### src/rtl/acr_defines.svh
// Register offsets, field positions, reset values and timing counts for the converter control
`ifndef ACR_DEFINES_SVH
`define ACR_DEFINES_SVH
`define ACR_OFF_RUN 12'h000
`define ACR_OFF_CLKREF 12'h004
`define ACR_OFF_RESULT 12'h008
`define ACR_OFF_FLAG 12'h00C
`define ACR_OFF_ENABLE 12'h010
`define ACR_RUN_CHS_LO 2
`define ACR_RUN_START 1
`define ACR_RUN_ENABLE 0
`define ACR_RUN_MASK 8'h3F
`define ACR_CLKREF_MASK 8'h73
`define ACR_IRQ_BIT 6
`define ACR_RST_CLKREF 8'h00
`define ACR_RST_RUN 8'h00
`define ACR_RST_RESULT 8'h00
`define ACR_CONV_STEPS 4'h9
`endif

### src/rtl/acr_pkg.sv
// Types shared by the converter control block
package acr_pkg;
  // Conversion clock choices
  typedef enum logic [2:0] {
    ACR_DIV2 = 3'b000, ACR_DIV8 = 3'b001, ACR_DIV32 = 3'b010, ACR_RC_A = 3'b011,
    ACR_DIV4 = 3'b100, ACR_DIV16 = 3'b101, ACR_DIV64 = 3'b110, ACR_RC_B = 3'b111
  } acr_clk_sel_t;
  // Reference choices presented to the analog side
  typedef enum logic [1:0] {
    ACR_REF_SUPPLY = 2'b00, ACR_REF_PIN = 2'b01, ACR_REF_FIXED = 2'b10
  } acr_ref_t;
  // Converter sequencer states
  typedef enum logic [1:0] {
    ACR_IDLE = 2'b00, ACR_CONV = 2'b01, ACR_DONE = 2'b10
  } acr_state_t;
  // Analog control bundle
  typedef struct packed {
    logic powered;
    acr_ref_t ref_sel;
    logic [3:0] input_channel_select;
    logic sample;
  } acr_analog_t;
endpackage : acr_pkg

### src/rtl/acr_ctrl.sv
// APB register block and sequencer for the 8-bit successive approximation converter
//
// Chosen here: register access over APB and the register offsets.
`include "acr_defines.svh"

////////////////////////////////////////////////////////////////////////////////
// Contract
// - Clock select field picks divider or RC
// - Bit7 and bits3-2 read zero, ignore writes
// - Result register holds full byte, read/write
// - Channel 5-2, start bit1, enable bit0
// - Completion flag and enable at bit6
// - Start bit held while converting, then clears
// - Enable zero keeps converter off
module acr_ctrl import acr_pkg::*; (
  // Clock and reset
  input wire logic ref_clk,
  input wire logic rst_n,
  // APB slave
  input wire logic psel,
  input wire logic penable,
  input wire logic pwrite,
  input wire logic [11:0] paddr,
  input wire logic [31:0] pwdata,
  output logic [31:0] prdata,
  output logic pready,
  output logic pslverr,
  // Analog core
  input wire logic comp_in,
  input wire logic rc_clk_in,
  output acr_analog_t analog_q,
  output logic [7:0] dac_code,
  // Interrupt
  output logic irq
);
  ////////////////////////////////////////////////////////////////////////////////
  // Reset and input synchronisers
  logic rst_s1_q, rst_s2_q; // Released reset copy
  always_ff @(posedge ref_clk or negedge rst_n) begin
    if (!rst_n) begin
      rst_s1_q <= 1'b0;
      rst_s2_q <= 1'b0;
    end else begin
      rst_s1_q <= 1'b1;
      rst_s2_q <= rst_s1_q;
    end
  end
  wire srst_n = rst_s2_q;
  logic comp_s1_q, comp_s2_q, rc_s1_q, rc_s2_q, rc_s3_q; // Pin inputs, two stages each
  always_ff @(posedge ref_clk or negedge srst_n) begin
    if (!srst_n) begin
      comp_s1_q <= 1'b0;
      comp_s2_q <= 1'b0;
      rc_s1_q <= 1'b0;
      rc_s2_q <= 1'b0;
      rc_s3_q <= 1'b0;
    end else begin
      comp_s1_q <= comp_in;
      comp_s2_q <= comp_s1_q;
      rc_s1_q <= rc_clk_in;
      rc_s2_q <= rc_s1_q;
      rc_s3_q <= rc_s2_q; // Edge history, reads only the second stage
    end
  end

  ////////////////////////////////////////////////////////////////////////////////
  // Registers
  logic [7:0] run_q; // Channel, start, enable
  logic [7:0] clkref_q; // Clock and reference control
  logic [7:0] result_q; // Conversion result
  logic flag_q; // Completion flag
  logic flag_en_q; // Completion interrupt enable
  logic [7:0] sar_q; // Approximation register
  logic [3:0] step_q; // Bit counter
  logic [5:0] div_q; // Conversion clock divider
  logic [1:0] settle_q; // Clocks since the trial code last moved, saturating
  acr_state_t state_q;

  // Bus decode
  wire acc = psel && penable;
  wire wr = acc && pwrite;
  wire hit_run = paddr == `ACR_OFF_RUN;
  wire hit_clkref = paddr == `ACR_OFF_CLKREF;
  wire hit_result = paddr == `ACR_OFF_RESULT;
  wire hit_flag = paddr == `ACR_OFF_FLAG;
  wire hit_enable = paddr == `ACR_OFF_ENABLE;
  wire hit_any = hit_run | hit_clkref | hit_result | hit_flag | hit_enable;

  // Conversion clock tick select
  wire [2:0] cs = clkref_q[6:4];
  wire rc_tick = rc_s2_q & ~rc_s3_q;
  logic tick;
  always_comb begin
    case (acr_clk_sel_t'(cs))
      ACR_DIV2: tick = div_q[0:0] == 1'b1;
      ACR_DIV4: tick = div_q[1:0] == 2'h3;
      ACR_DIV8: tick = div_q[2:0] == 3'h7;
      ACR_DIV16: tick = div_q[3:0] == 4'hF;
      ACR_DIV32: tick = div_q[4:0] == 5'h1F;
      ACR_DIV64: tick = div_q == 6'h3F;
      default: tick = rc_tick;
    endcase
  end

  // Reference decode
  wire [1:0] rs = clkref_q[1:0];
  wire acr_ref_t ref_d = !rs[1] ? ACR_REF_SUPPLY :
                         (rs[0] ? ACR_REF_FIXED : ACR_REF_PIN);

  wire enabled = run_q[`ACR_RUN_ENABLE];
  // Software may only start when enabled; acquisition time is its duty
  wire sw_start = wr && hit_run && pwdata[`ACR_RUN_START] && pwdata[`ACR_RUN_ENABLE];
  wire busy = state_q == ACR_CONV;
  // Clearing enable or writing start low stops a running conversion
  wire abort = busy && (!enabled || (wr && hit_run && !pwdata[`ACR_RUN_START]));
  // The comparator crosses two sync stages after the registered trial code moves,
  // so a decision waits four clocks; at the /2 choice each step spans two ticks
  wire settled = settle_q == 2'h3;
  wire advance = tick && settled;
  wire finish = busy && advance && !abort && step_q == (`ACR_CONV_STEPS - 4'h1);
  wire [3:0] bit_idx = step_q - 4'h1; // Step one tries the top bit
  wire [7:0] probe = 8'h80 >> bit_idx; // Zero during the sample step
  wire [7:0] sar_next = (step_q != 4'h0 && comp_s2_q) ? sar_q | probe : sar_q;

  ////////////////////////////////////////////////////////////////////////////////
  // Control register writes; start bit clears itself at completion
  always_ff @(posedge ref_clk or negedge srst_n) begin
    if (!srst_n) begin
      run_q <= `ACR_RST_RUN;
      clkref_q <= `ACR_RST_CLKREF;
      flag_en_q <= 1'b0;
    end else begin
      if (wr && hit_run) begin
        run_q <= pwdata[7:0] & `ACR_RUN_MASK;
        run_q[`ACR_RUN_START] <= sw_start && !finish;
      end else if (finish || !enabled) begin
        run_q[`ACR_RUN_START] <= 1'b0;
      end
      if (wr && hit_clkref) clkref_q <= pwdata[7:0] & `ACR_CLKREF_MASK;
      if (wr && hit_enable) flag_en_q <= pwdata[`ACR_IRQ_BIT];
    end
  end

  // Sequencer: sample step then eight trial steps
  always_ff @(posedge ref_clk or negedge srst_n) begin
    if (!srst_n) begin
      state_q <= ACR_IDLE;
      sar_q <= 8'h00;
      step_q <= 4'h0;
      div_q <= 6'h00;
      settle_q <= 2'h0;
    end else begin
      div_q <= busy ? div_q + 6'h01 : 6'h00;
      settle_q <= (!busy || advance) ? 2'h0 : settle_q + {1'b0, !settled};
      case (state_q)
        ACR_IDLE, ACR_DONE: begin
          // A start written in the completion cycle is lost; one written while done is taken
          if (sw_start) begin
            state_q <= ACR_CONV;
            sar_q <= 8'h00;
            step_q <= 4'h0;
          end else begin
            state_q <= ACR_IDLE;
          end
        end
        ACR_CONV: begin
          if (abort) begin
            state_q <= ACR_IDLE; // Abort leaves result untouched
          end else if (finish) begin
            state_q <= ACR_DONE;
          end else if (advance) begin
            sar_q <= sar_next;
            step_q <= step_q + 4'h1;
          end
        end
        default: state_q <= ACR_IDLE;
      endcase
    end
  end

  // Result load and completion flag (set beats clear)
  always_ff @(posedge ref_clk or negedge srst_n) begin
    if (!srst_n) begin
      result_q <= `ACR_RST_RESULT;
      flag_q <= 1'b0;
    end else begin
      if (finish) result_q <= sar_next;
      else if (wr && hit_result) result_q <= pwdata[7:0];
      if (finish) flag_q <= 1'b1;
      else if (wr && hit_flag && pwdata[`ACR_IRQ_BIT]) flag_q <= 1'b0;
    end
  end

  ////////////////////////////////////////////////////////////////////////////////
  // Outputs from flip-flops
  logic [31:0] rd_d;
  always_comb begin
    rd_d = 32'h0000_0000;
    if (hit_run) rd_d[7:0] = run_q;
    if (hit_clkref) rd_d[7:0] = clkref_q;
    if (hit_result) rd_d[7:0] = result_q;
    if (hit_flag) rd_d[`ACR_IRQ_BIT] = flag_q;
    if (hit_enable) rd_d[`ACR_IRQ_BIT] = flag_en_q;
  end
  always_ff @(posedge ref_clk or negedge srst_n) begin
    if (!srst_n) begin
      prdata <= 32'h0000_0000;
      pready <= 1'b0;
      pslverr <= 1'b0;
      irq <= 1'b0;
      analog_q <= '0;
      dac_code <= 8'h00;
    end else begin
      pready <= psel && !penable; // No wait states
      pslverr <= psel && !penable && !hit_any;
      prdata <= (psel && !penable) ? rd_d : 32'h0000_0000;
      irq <= flag_q && flag_en_q;
      analog_q.powered <= enabled;
      analog_q.ref_sel <= ref_d;
      analog_q.input_channel_select <= run_q[5:2];
      analog_q.sample <= busy && step_q == 4'h0;
      dac_code <= busy ? sar_q | probe : 8'h00;
    end
  end

  ////////////////////////////////////////////////////////////////////////////////
  // Assertions
  a_clkref_zero_bits: assert property (@(posedge ref_clk) disable iff (!srst_n)
    (clkref_q & ~`ACR_CLKREF_MASK) == 8'h00) else $error("Reserved control bits set");
  a_start_held_busy: assert property (@(posedge ref_clk) disable iff (!srst_n)
    busy && !finish && enabled && !wr |=> run_q[`ACR_RUN_START]) else $error("Start dropped");
  a_start_clears: assert property (@(posedge ref_clk) disable iff (!srst_n)
    finish && !wr |=> !run_q[`ACR_RUN_START]) else $error("Start not cleared");
  a_result_loaded: assert property (@(posedge ref_clk) disable iff (!srst_n)
    finish |=> result_q == $past(sar_next) && flag_q) else $error("Result or flag missing");
  a_irq_gated: assert property (@(posedge ref_clk) disable iff (!srst_n)
    irq |-> $past(flag_q) && $past(flag_en_q)) else $error("Ungated interrupt");
  a_power_off: assert property (@(posedge ref_clk) disable iff (!srst_n)
    !enabled |=> !analog_q.powered) else $error("Converter powered while off");
  a_ref_fixed: assert property (@(posedge ref_clk) disable iff (!srst_n)
    clkref_q[1:0] == 2'b11 |=> analog_q.ref_sel == ACR_REF_FIXED) else $error("Bad reference");
  a_ref_supply: assert property (@(posedge ref_clk) disable iff (!srst_n)
    !clkref_q[1] |=> analog_q.ref_sel == ACR_REF_SUPPLY) else $error("Bad supply reference");
  a_div2_tick: assert property (@(posedge ref_clk) disable iff (!srst_n)
    busy && cs == 3'b000 && div_q[0] |-> tick) else $error("Divider tick missing");
  a_trial_settled: assert property (@(posedge ref_clk) disable iff (!srst_n)
    advance && step_q != 4'h0 |-> dac_code == $past(dac_code) && dac_code == $past(dac_code, 2))
    else $error("Decision on unsettled comparator");
endmodule : acr_ctrl

### config.mk
export PLATFORM = sky130hd
export DESIGN_NAME = acr_ctrl
export DESIGN_NICKNAME = d
export VERILOG_FILES = /design/src/rtl/acr_pkg.sv /design/src/rtl/acr_ctrl.sv
export VERILOG_INCLUDE_DIRS = /design/src /design/src/rtl
export SDC_FILE = /design/constraint.sdc
export NUM_CORES = 1
export LEC_CHECK = 0
export ABC_AREA = 1
export ABC_CLOCK_PERIOD_IN_PS = 3180
export BUFFER_PORTS_ARGS = -buffer_cell sky130_fd_sc_hd__buf_2
export CAP_MARGIN = 20
export CORE_UTILIZATION = 53
export DETAILED_ROUTE_END_ITERATION = 10
export MAX_ROUTING_LAYER = met4
export PLACE_DENSITY = 0.82
export REMOVE_ABC_BUFFERS = 1
export SLEW_MARGIN = 20
export SYNTH_ARGS = -nofsm -noshare
export SYNTH_HDL_FRONTEND = slang
export SYNTH_SLANG_ARGS = --single-unit
### constraint.sdc
create_clock -name ref_clk -period 3.18 [get_ports ref_clk]
set_input_delay 0.477 -clock ref_clk [delete_from_list [all_inputs] [get_ports ref_clk]]
set_output_delay 0.477 -clock ref_clk [all_outputs]
set_load 0.05 [all_outputs]
# == Word level (Yosys, flattened, before mapping) ==
# Index checks and enable logic that the tools add are counted.
# totals
regBits,77
input_bits,51
output_inout_bits,51
# op_classes
n_addsub,4
eq_ne,23
shifts,1
n_mux,33
bitwise,7
n_reduce_logical,44
# op_table
cell,count
$mux 8,10
$eq 12x4->1 const B,2
$logic_and 1x1->1,22
$mux 4,4
$pmux 8 s2,1
$eq 12x3->1 const B,1
$eq 12x5->1 const B,1
$eq 3x3->1 const B,4
$logic_not 12->1,1
$mux 6,2
$mux 2,5
$eq 4x4->1 const B,2
$logic_not 1->1,8
$or 8x8->8,1
$pmux 4 s2,1
$reduce_bool 2->1,4
$shr 8x4->8 const A,1
$mux 1,7
$mux 7,1
$add 6x1->6 const B,1
$eq 2x2->1 const B,3
$eq 6x6->1 const B,1
$ne 2x2->1 const B,3
$pmux 1 s6,1
other kinds (20),25

# == Longest topological paths before layout ==
# Gate-level depths: netlist (run 1).
# depth
word_depth,12
mapped_depth,15

# == Worst setup path after synthesis (run 1) ==
# No wires, ideal clock.
# synth_timing
path_type,reg-to-reg
start,register div_q[0]
end,register step_q[3]
setup_time_ps,117
arrival_time_ps,1670
required_time_ps,3063
slack_ps,1392
path_stages_with_launch,16
path_buffers,1
cell_sequence,dfrtp_1 ha_1 inv_1 nor2_1 ha_1 nand3_1 nand3_1 nand2_1 nand2_1 nand3_1 inv_1 nand2_4 nand3_4 buf_6 nand2_1 nand2_1
# synth_between
elab_chain_len,8
word_cells_on_any_way,13
# synth_lines
item,line,text
"start, declared",acr_ctrl.sv:75,logic [5:0] div_q;
"start signal, assigned",acr_ctrl.sv:153,div_q <= busy ? div_q + 6'h01 : 6'h00;
$eq 6x6->1 (tied with other cells),acr_ctrl.sv:100,ACR_DIV64: tick = div_q == 6'h3F;
$pmux 1 s6 *,acr_ctrl.sv:94,case (acr_clk_sel_t'(cs))
$logic_and 1x1->1 *,acr_ctrl.sv:119,wire advance = tick && settled;
$logic_and 1x1->1 (3 in a row),acr_ctrl.sv:120,wire finish = busy && advance && !abort && step_q == (`ACR_CONV_STEPS - 4'h1);
$ne 2x2->1 (no source line),-,
$reduce_and 5->1 (no source line) *,-,
"end signal, assigned",acr_ctrl.sv:173,step_q <= step_q + 4'h1;
"end, declared",acr_ctrl.sv:74,logic [3:0] step_q;
# Every way passes the cells marked *; elsewhere a longest branch is shown, timed or not.
# A chain may end at the register's enable or synchronous reset.

# == Final worst setup path (run 1) ==
# layout_timing
start,register div_q[0]
end,register step_q[1]
# Same word-level chain as after synthesis.

==> flow_metrics.py, run 1 <==
metrics = {
    "floorplan": {
        "pin_count": 102,
        "row_count": 30,
        "die_h_um": 86.7,
        "fp.dieW_um": 86.7,
        "initial_utilization": 0.553,
        "core-area_um2": 6870,
        "die_area_um2": 7510,
    },
    "timing": {
        "layout_min_cycle_time_ns": 2.22,
        "post-route-period-util": 0.698,
        "rsz0062_at_grt": "no",
        "fmax_ghz": 0.451,
        "worstMarginPinSlew_ns": 0.526,
        "fin_ws_ns": 0.962,
        "finalClockSkew_ns": 0.0130,
        "setup_viol": 0,
        "hold_viol": 0,
        "slew_viol_final": 0,
        "max_slew_margin": 0.650,
        "finalSetupTns_ns": 0,
    },
    "worst_setup_path": {
        "slowest_delay_ns": 0.40,
        "cp_common_cell": "nand3_1",
        "cp_slowest_cell": "dfrtp_1",
        "crit_type": "register to register",
        "endpoint_kind": "register",
        "rrSetupSlack_ns": 0.96,
        "cp-start-kind": "register",
        "reg2reg_depth": 13,
        "crit_required_ns": 3.43,
        "path_buf_inv": 1,
        "path_cells": "ha_1 -> inv_1 -> nor2_1 -> ha_1 -> nand3_1 -> nand3_1 -> nand2_1 -> nand2_1 -> nand3_1 -> nor2_2 -> nor2_2 -> nand3_1 -> nand2_1",
        "critPathMaxFanout": 12,
        "path_delay_family": "simple AND/OR/NAND/NOR gates",
        "reg2reg_to": "step_q[1]",
        "regToRegStartpoint": "div_q[0]",
        "cp.arrival_ns": 2.47,
    },
    "yosys": {
        "yosysSeqAreaShare": 0.507,
        "avgSynthCellArea_um2": 8.90,
        "synth-adder-area-share": 0.0296,
        "synth_top_area_cell": "dfrtp_1",
        "netlist_area_um2": 3800,
        "synth_cell_types": 34,
        "yosys-mux-area-fraction": 0.00296,
        "ys_ff_latch": 77,
        "synth_top_family_by_area": "simple AND/OR/NAND/NOR gates",
        "yosys.area_share.simple": 0.256,
        "netlist.area_leader.share": 0.507,
        "ys_warn_count": 0,
        "syn_inst": 427,
        "synth_compound_area_frac": 0.0695,
        "synth.area.top_cells": "dfrtp_1 (51%), nand2_1 (8.5%), nand3_1 (6.7%)",
        "synth_xor_area_frac": 0.0184,
    },
    "layout": {
        "utilization": 0.619,
        "final_nets": 544,
        "stdcell_count": 585,
        "drive_above_1_share": 0.198,
        "seq_area_um2": 1930,
        "antennaDiodeCount": 0,
        "area_growth_pct": 11.9,
        "multiInputGateArea_um2": 1530,
        "nFillCells": 610,
    },
    "global_route": {
        "antenna_found_initial": 0,
        "grt_pass1_wl_um": 12200,
        "grt.overflow.total": 0,
        "grt_pass1_vias": 2809,
        "grt_usage": 0.217,
        "grt_start_max_net_pins": 54,
    },
    "cts": {
        "cts_tree": "yes",
        "path_clk_slew_ns": 0.08,
        "clock_sinks": 77,
        "cts_root_buffer": "clkbuf_8",
        "clock_latency_ns": 0.36,
        "cts_made_buffers": 9,
        "postCtsSetupBuffers": 0,
        "htree_levels": 3,
        "clockBufferDepth": 2,
    },
    "drt": {
        "drc": 0,
        "drt_pre_antenna_iters": 4,
        "wire_per_inst_um": 12.4,
        "viasPerCell": 5.03,
        "via_count": 2944,
        "postRouteAntennaNets": 0,
        "drt_iter0_markers": 206,
        "postRouteWirelength_um": 7230,
    },
    "power_and_ir_drop": {
        "p_leak_nw": 2.25,
        "p_total_mw": 1.82,
        "ir_drop_mv": 0.241,
        "p_per_area_nw_per_um2": 429,
    },
    "placement": {
        "hpwlAfterDp_um": 5150,
        "place.port_buffers": 53,
        "pre_cts_ws_ns": 0.953,
        "gp_congestion": 0.879,
        "dp_cells": 568,
    },
    "run": {
        "drv_cap": 0,
    },
    "outcome": {
        "status": "finished, final reports clean",
    },
    "worst_hold_path": {
        "whs_path_depth": 1,
        "min_to": "rc_s1_q",
        "hp-class": "primary input to register",
        "worstHoldStart": "rc_clk_in",
    },
}
-- how the worst max path moves through the flow --
stage,start,to,cells past startpoint
2_1_floorplan,rst_s2_q,analog_q[0],0
3_3_place_gp,paddr[11],sar_q[7],11
3_5_place_dp,paddr[11],step_q[2],11
4_1_cts,div_q[0],step_q[1],13
5_1_grt,div_q[0],step_q[2],13
6_report,div_q[0],step_q[1],13
-- kinds of logic (layout without fill, tap and decap cells) --
group	after synthesis	after routing
XOR/XNOR	5	5
buffers and inverters	84	123
AO/OA/AOI/OAI	51	51
other	2	25
adder cells (fa/ha/maj)	9	9
multiplexers	1	1
AND/OR/NAND/NOR	198	198
flip-flops	77	77
-- where the power goes --
group | leakage (nW) | internal (mW) | total [mW] | switching [mW]
clock network | 0.0903 | 0.300 | 0.706 | 0.406
logic | 1.11 | 0.0210 | 0.125 | 0.104
registers | 1.05 | 0.984 | 0.992 | 0.00738
-- synthesized netlist by cell type --
cell and number:
nand2_2 4, dfrtp_1 77, a32oi_1 1, nand3b_1 1, inv_2 3, a31oi_1 1
xnor2_1 1, xor2_4 1, xnor2_2 1, conb_1 2, buf_2 1, o21bai_1 1
nand2_4 1, nor3_2 1, a21oi_1 29, buf_4 27, nand3_2 3, o21ai_0 18
clkbuf_1 2, buf_6 2, nand3_1 51, nand3_4 2, nor2_1 25, nor2_8 1
ha_1 9, nor2_2 5, inv_1 49, xor2_1 2, o22ai_1 1, nor2_4 4
nand4_1 13, mux2_1 1, nor3_1 1, nand2_1 86
-- routing by layer --
metal | global-route usage | up-vias | routed length, µm
met4 | 0.0955 | 0 | 144
li1 | - | 1448 | -
met3 | 0.0333 | 17 | 314
met2 | 0.373 | 95 | 3670
met5 | - | - | 0
met1 | 0.253 | 1384 | 3100
-- stage by stage --
stage	hold slack [ns]	instance area (µm²)
6_report	0.220	4250
3_5_place_dp	0.263	4050
3_3_place_gp	0.262	4050
2_1_floorplan	0.181	3650
5_1_grt	0.217	4250
4_1_cts	0.213	4250
-- repair_timing --
item                                   CTS  global route
hold buffers                             1             0
resized for setup                        0             0
endpoints found under the hold margin    2             0
-- placed cells by master (no fill, tap or decap), types with 13 or more instances in the layout --
| master | n |
|---|---|
| a21oi_1 | 29 |
| buf_2 | 53 |
| conb_1 | 25 |
| dfrtp_1 | 76 |
| inv_1 | 49 |
| nand2_1 | 86 |
| nand3_1 | 51 |
| nand4_1 | 13 |
| nor2_1 | 25 |
| o21ai_0 | 18 |
-- layout make-up --
type / count / area share
flip-flops and latches: 77 / 0.454
multi-input cells: 289 / 0.359
repair buffers: 55 / 0.0695
inverters: 52 / 0.0459
clock buffers: 9 / 0.0291
well taps: 96 / 0.0283
clock inverters: 7 / 0.0150
-- registers in the layout, summed over array words and instances (netlist names), 2 cells and up --
signal	flops
analog_q	8
dac_code	8
prdata	8
result_q	8
sar_q	8
div_q	6
run_q	6
clkref_q	5
step_q	4
settle_q	2
state_q	2
-- worst reg2reg max path: stages (launching register included) --
cell and delay, ns:
dfrtp_1 0.40, ha_1 0.22, inv_1 0.05, nor2_1 0.10, ha_1 0.14, nand3_1 0.07
nand3_1 0.07, nand2_1 0.06, nand2_1 0.07, nand3_1 0.11, nor2_2 0.40, nor2_2 0.22
nand3_1 0.13, nand2_1 0.07
No activity file was read; power rests on OpenSTA's default activity.
==> inputs of run 2 (changes only) <==
ABC_CLOCK_PERIOD_IN_PS = 2000   (was 3180)
CORE_UTILIZATION = 48   (was 53)
PLACE_DENSITY = 0.79   (was 0.82)
clock period = 2 ns   (was 3.18 ns; I/O delays follow)
==> run 2 against run 1 <==
Effect of this change: setup slack worse by 0.84 ns; non-clock buffer count is 15 higher; final cell count increased by 3.6%; critical endpoint is now step_q[0]; critical path depth is 1 higher; fmax rose by 18%; sequential share of layout area shrank 1.7 points; count of clock-buffer cells in the layout stayed put; global-route usage is 2.3 points lower.
==> flow_metrics.py, run 2 (synthesis gave the netlist of run 1 again) <==
metrics = {
    "outcome": {
        "status": "finished, final reports clean",
    },
    "placement": {
        "hpwlAfterDp_um": 5440,
        "place.port_buffers": 53,
        "gp_congestion": 0.850,
        "pre_cts_ws_ns": 0.0718,
    },
    "worst_setup_path": {
        "crit_type": "register to register",
        "slowest_delay_ns": 0.40,
        "cp.arrival_ns": 2.13,
        "cp_slowest_cell": "dfrtp_1",
        "critPathMaxFanout": 12,
        "cp-start-kind": "register",
        "critPathLaunch": "div_q[0]",
        "regToRegStartpoint": "div_q[0]",
        "crit_required_ns": 2.25,
        "cp_common_cell": "nand3_1",
        "path_cells": "ha_4 -> inv_1 -> nor2_1 -> ha_1 -> nand3_1 -> nand3_1 -> nand2_1 -> nand2_2 -> nand3_2 -> nor2_4 -> nor2_2 -> buf_12 -> nand3_1 -> nand2_1",
        "endpoint_kind": "register",
    },
    "timing": {
        "post-route-period-util": 0.937,
        "finalClockSkew_ns": 0.0118,
        "setup_viol": 0,
        "layout_min_cycle_time_ns": 1.87,
        "slew_viol_final": 0,
        "finalSetupTns_ns": 0,
        "hold_viol": 0,
        "fmax_ghz": 0.534,
        "fin_ws_ns": 0.126,
        "worstMarginPinSlew_ns": 0.506,
        "max_slew_margin": 0.662,
    },
    "drt": {
        "postRouteWirelength_um": 7390,
        "wire_per_inst_um": 12.2,
        "via_count": 2938,
        "postRouteAntennaNets": 0,
        "viasPerCell": 4.85,
        "drt_iter0_markers": 182,
        "drc": 0,
        "drt_pre_antenna_iters": 4,
    },
    "cts": {
        "cts_tree": "yes",
        "cts_root_buffer": "clkbuf_8",
        "clockBufferDepth": 2,
        "htree_levels": 3,
        "path_clk_slew_ns": 0.08,
        "cts_made_buffers": 9,
        "clock_latency_ns": 0.36,
        "clock_sinks": 77,
    },
    "power_and_ir_drop": {
        "seq_power_share": 0.545,
        "intPower_mw": 2.08,
        "power_frac_comb": 0.070,
        "p_per_area_nw_per_um2": 654,
        "swShare": 0.280,
        "p_sw_mw": 0.810,
        "p_leak_nw": 2.33,
        "clock_power_share": 0.385,
        "ir_drop_mv": 0.451,
    },
    "floorplan": {
        "initial_utilization": 0.494,
        "core-area_um2": 7690,
        "die_area_um2": 8270,
        "fp.dieW_um": 91.0,
        "row_count": 32,
        "die_h_um": 91.0,
        "pin_count": 102,
    },
    "layout": {
        "layout_commonest_cell": "nand2_1",
        "area_growth_pct": 16.2,
        "antennaDiodeCount": 0,
        "final_nets": 559,
        "drive_above_1_share": 0.230,
        "final_cell_mix": "nand2_1 (85), dfrtp_1 (76), buf_2 (53)",
    },
    "global_route": {
        "grt_pass1_wl_um": 12300,
        "grt_usage": 0.194,
        "grt_pass1_vias": 2713,
        "grt_busiest_layer": "met2",
        "grt.overflow.total": 0,
        "use_met2": 0.319,
        "antenna_found_initial": 0,
        "grt_start_max_net_pins": 60,
        "met3_usage": 0.0477,
        "gr-usage-met1": 0.227,
    },
    "worst_hold_path": {
        "hp-class": "primary input to register",
        "worstHoldStart": "comp_in",
    },
    "run": {
        "drv_cap": 0,
    },
}
## run 2: power groups by stage
stage / sequential (mW) / clock (mW) / combinational, mW
global route: 1.58 / 1.20 / 0.218
CTS: 1.57 / 1.14 / 0.204
detailed placement: 1.61 / 0 / 0.201
finish: 1.57 / 1.11 / 0.202
global placement: 1.61 / 0 / 0.199
floorplan: 1.63 / 0 / 0.123
## run 2: layer usage
| metal | vias up | wire [µm] |
|---|---|---|
| li1 | 1473 | - |
| met1 | 1362 | 3240 |
| met2 | 95 | 3680 |
| met3 | 8 | 380 |
| met4 | 0 | 82 |
| met5 | - | 0 |
## run 2: critical path, delay by kind of cell, from the launching register on
kind	cells	cell delay, ns
adder cells (fa/ha/maj)	2	0.30
buffers and inverters	2	0.18
flip-flops	1	0.40
AND/OR/NAND/NOR	10	0.88
## run 2: final cells by class
cell class / count / area, µm²
Fill cell: 692 / 3270
Sequential cell: 77 / 1930
Multi-Input combinational cell: 289 / 1560
Timing Repair Buffer: 70 / 420
Inverter: 52 / 195
Tap cell: 102 / 128
Clock buffer: 9 / 124
Clock inverter: 7 / 63.8
## run 2: worst paths after layout
path,to,slack (ns),cells past startpoint
worst max register to register,step_q[0],0.13,14
min in group asynchronous,comp_s1_q,0.19,0
worst min-delay path,comp_s1_q,0.04,1
worst min register to register,comp_s1_q,0.19,0
worst max-delay path,step_q[0],0.13,14
max in group asynchronous,sar_q[3],1.19,1
## run 2: through the flow
| stage | util | std cells | cell area (µm²) | power [mW] | hold slack, ns |
|---|---|---|---|---|---|
| floorplan | - | 418 | 3650 | 1.75 | 0.00441 |
| global placement | 0.544 | 588 | 4180 | 1.81 | 0.0929 |
| detailed placement | 0.544 | 588 | 4180 | 1.81 | 0.0936 |
| CTS | 0.569 | 605 | 4380 | 2.92 | 0.0256 |
| global route | 0.574 | 606 | 4410 | 2.99 | 0.0275 |
| finish | 0.574 | 606 | 4410 | 2.89 | 0.0406 |
## run 2: timing repair
item | 4_1_cts | 5_1_grt
gates resized for setup | 0 | 7
hold endpoints to repair | 2 | 0
setup buffers | 0 | 1
hold buffers | 1 | 0
setup endpoints to repair | 0 | 20
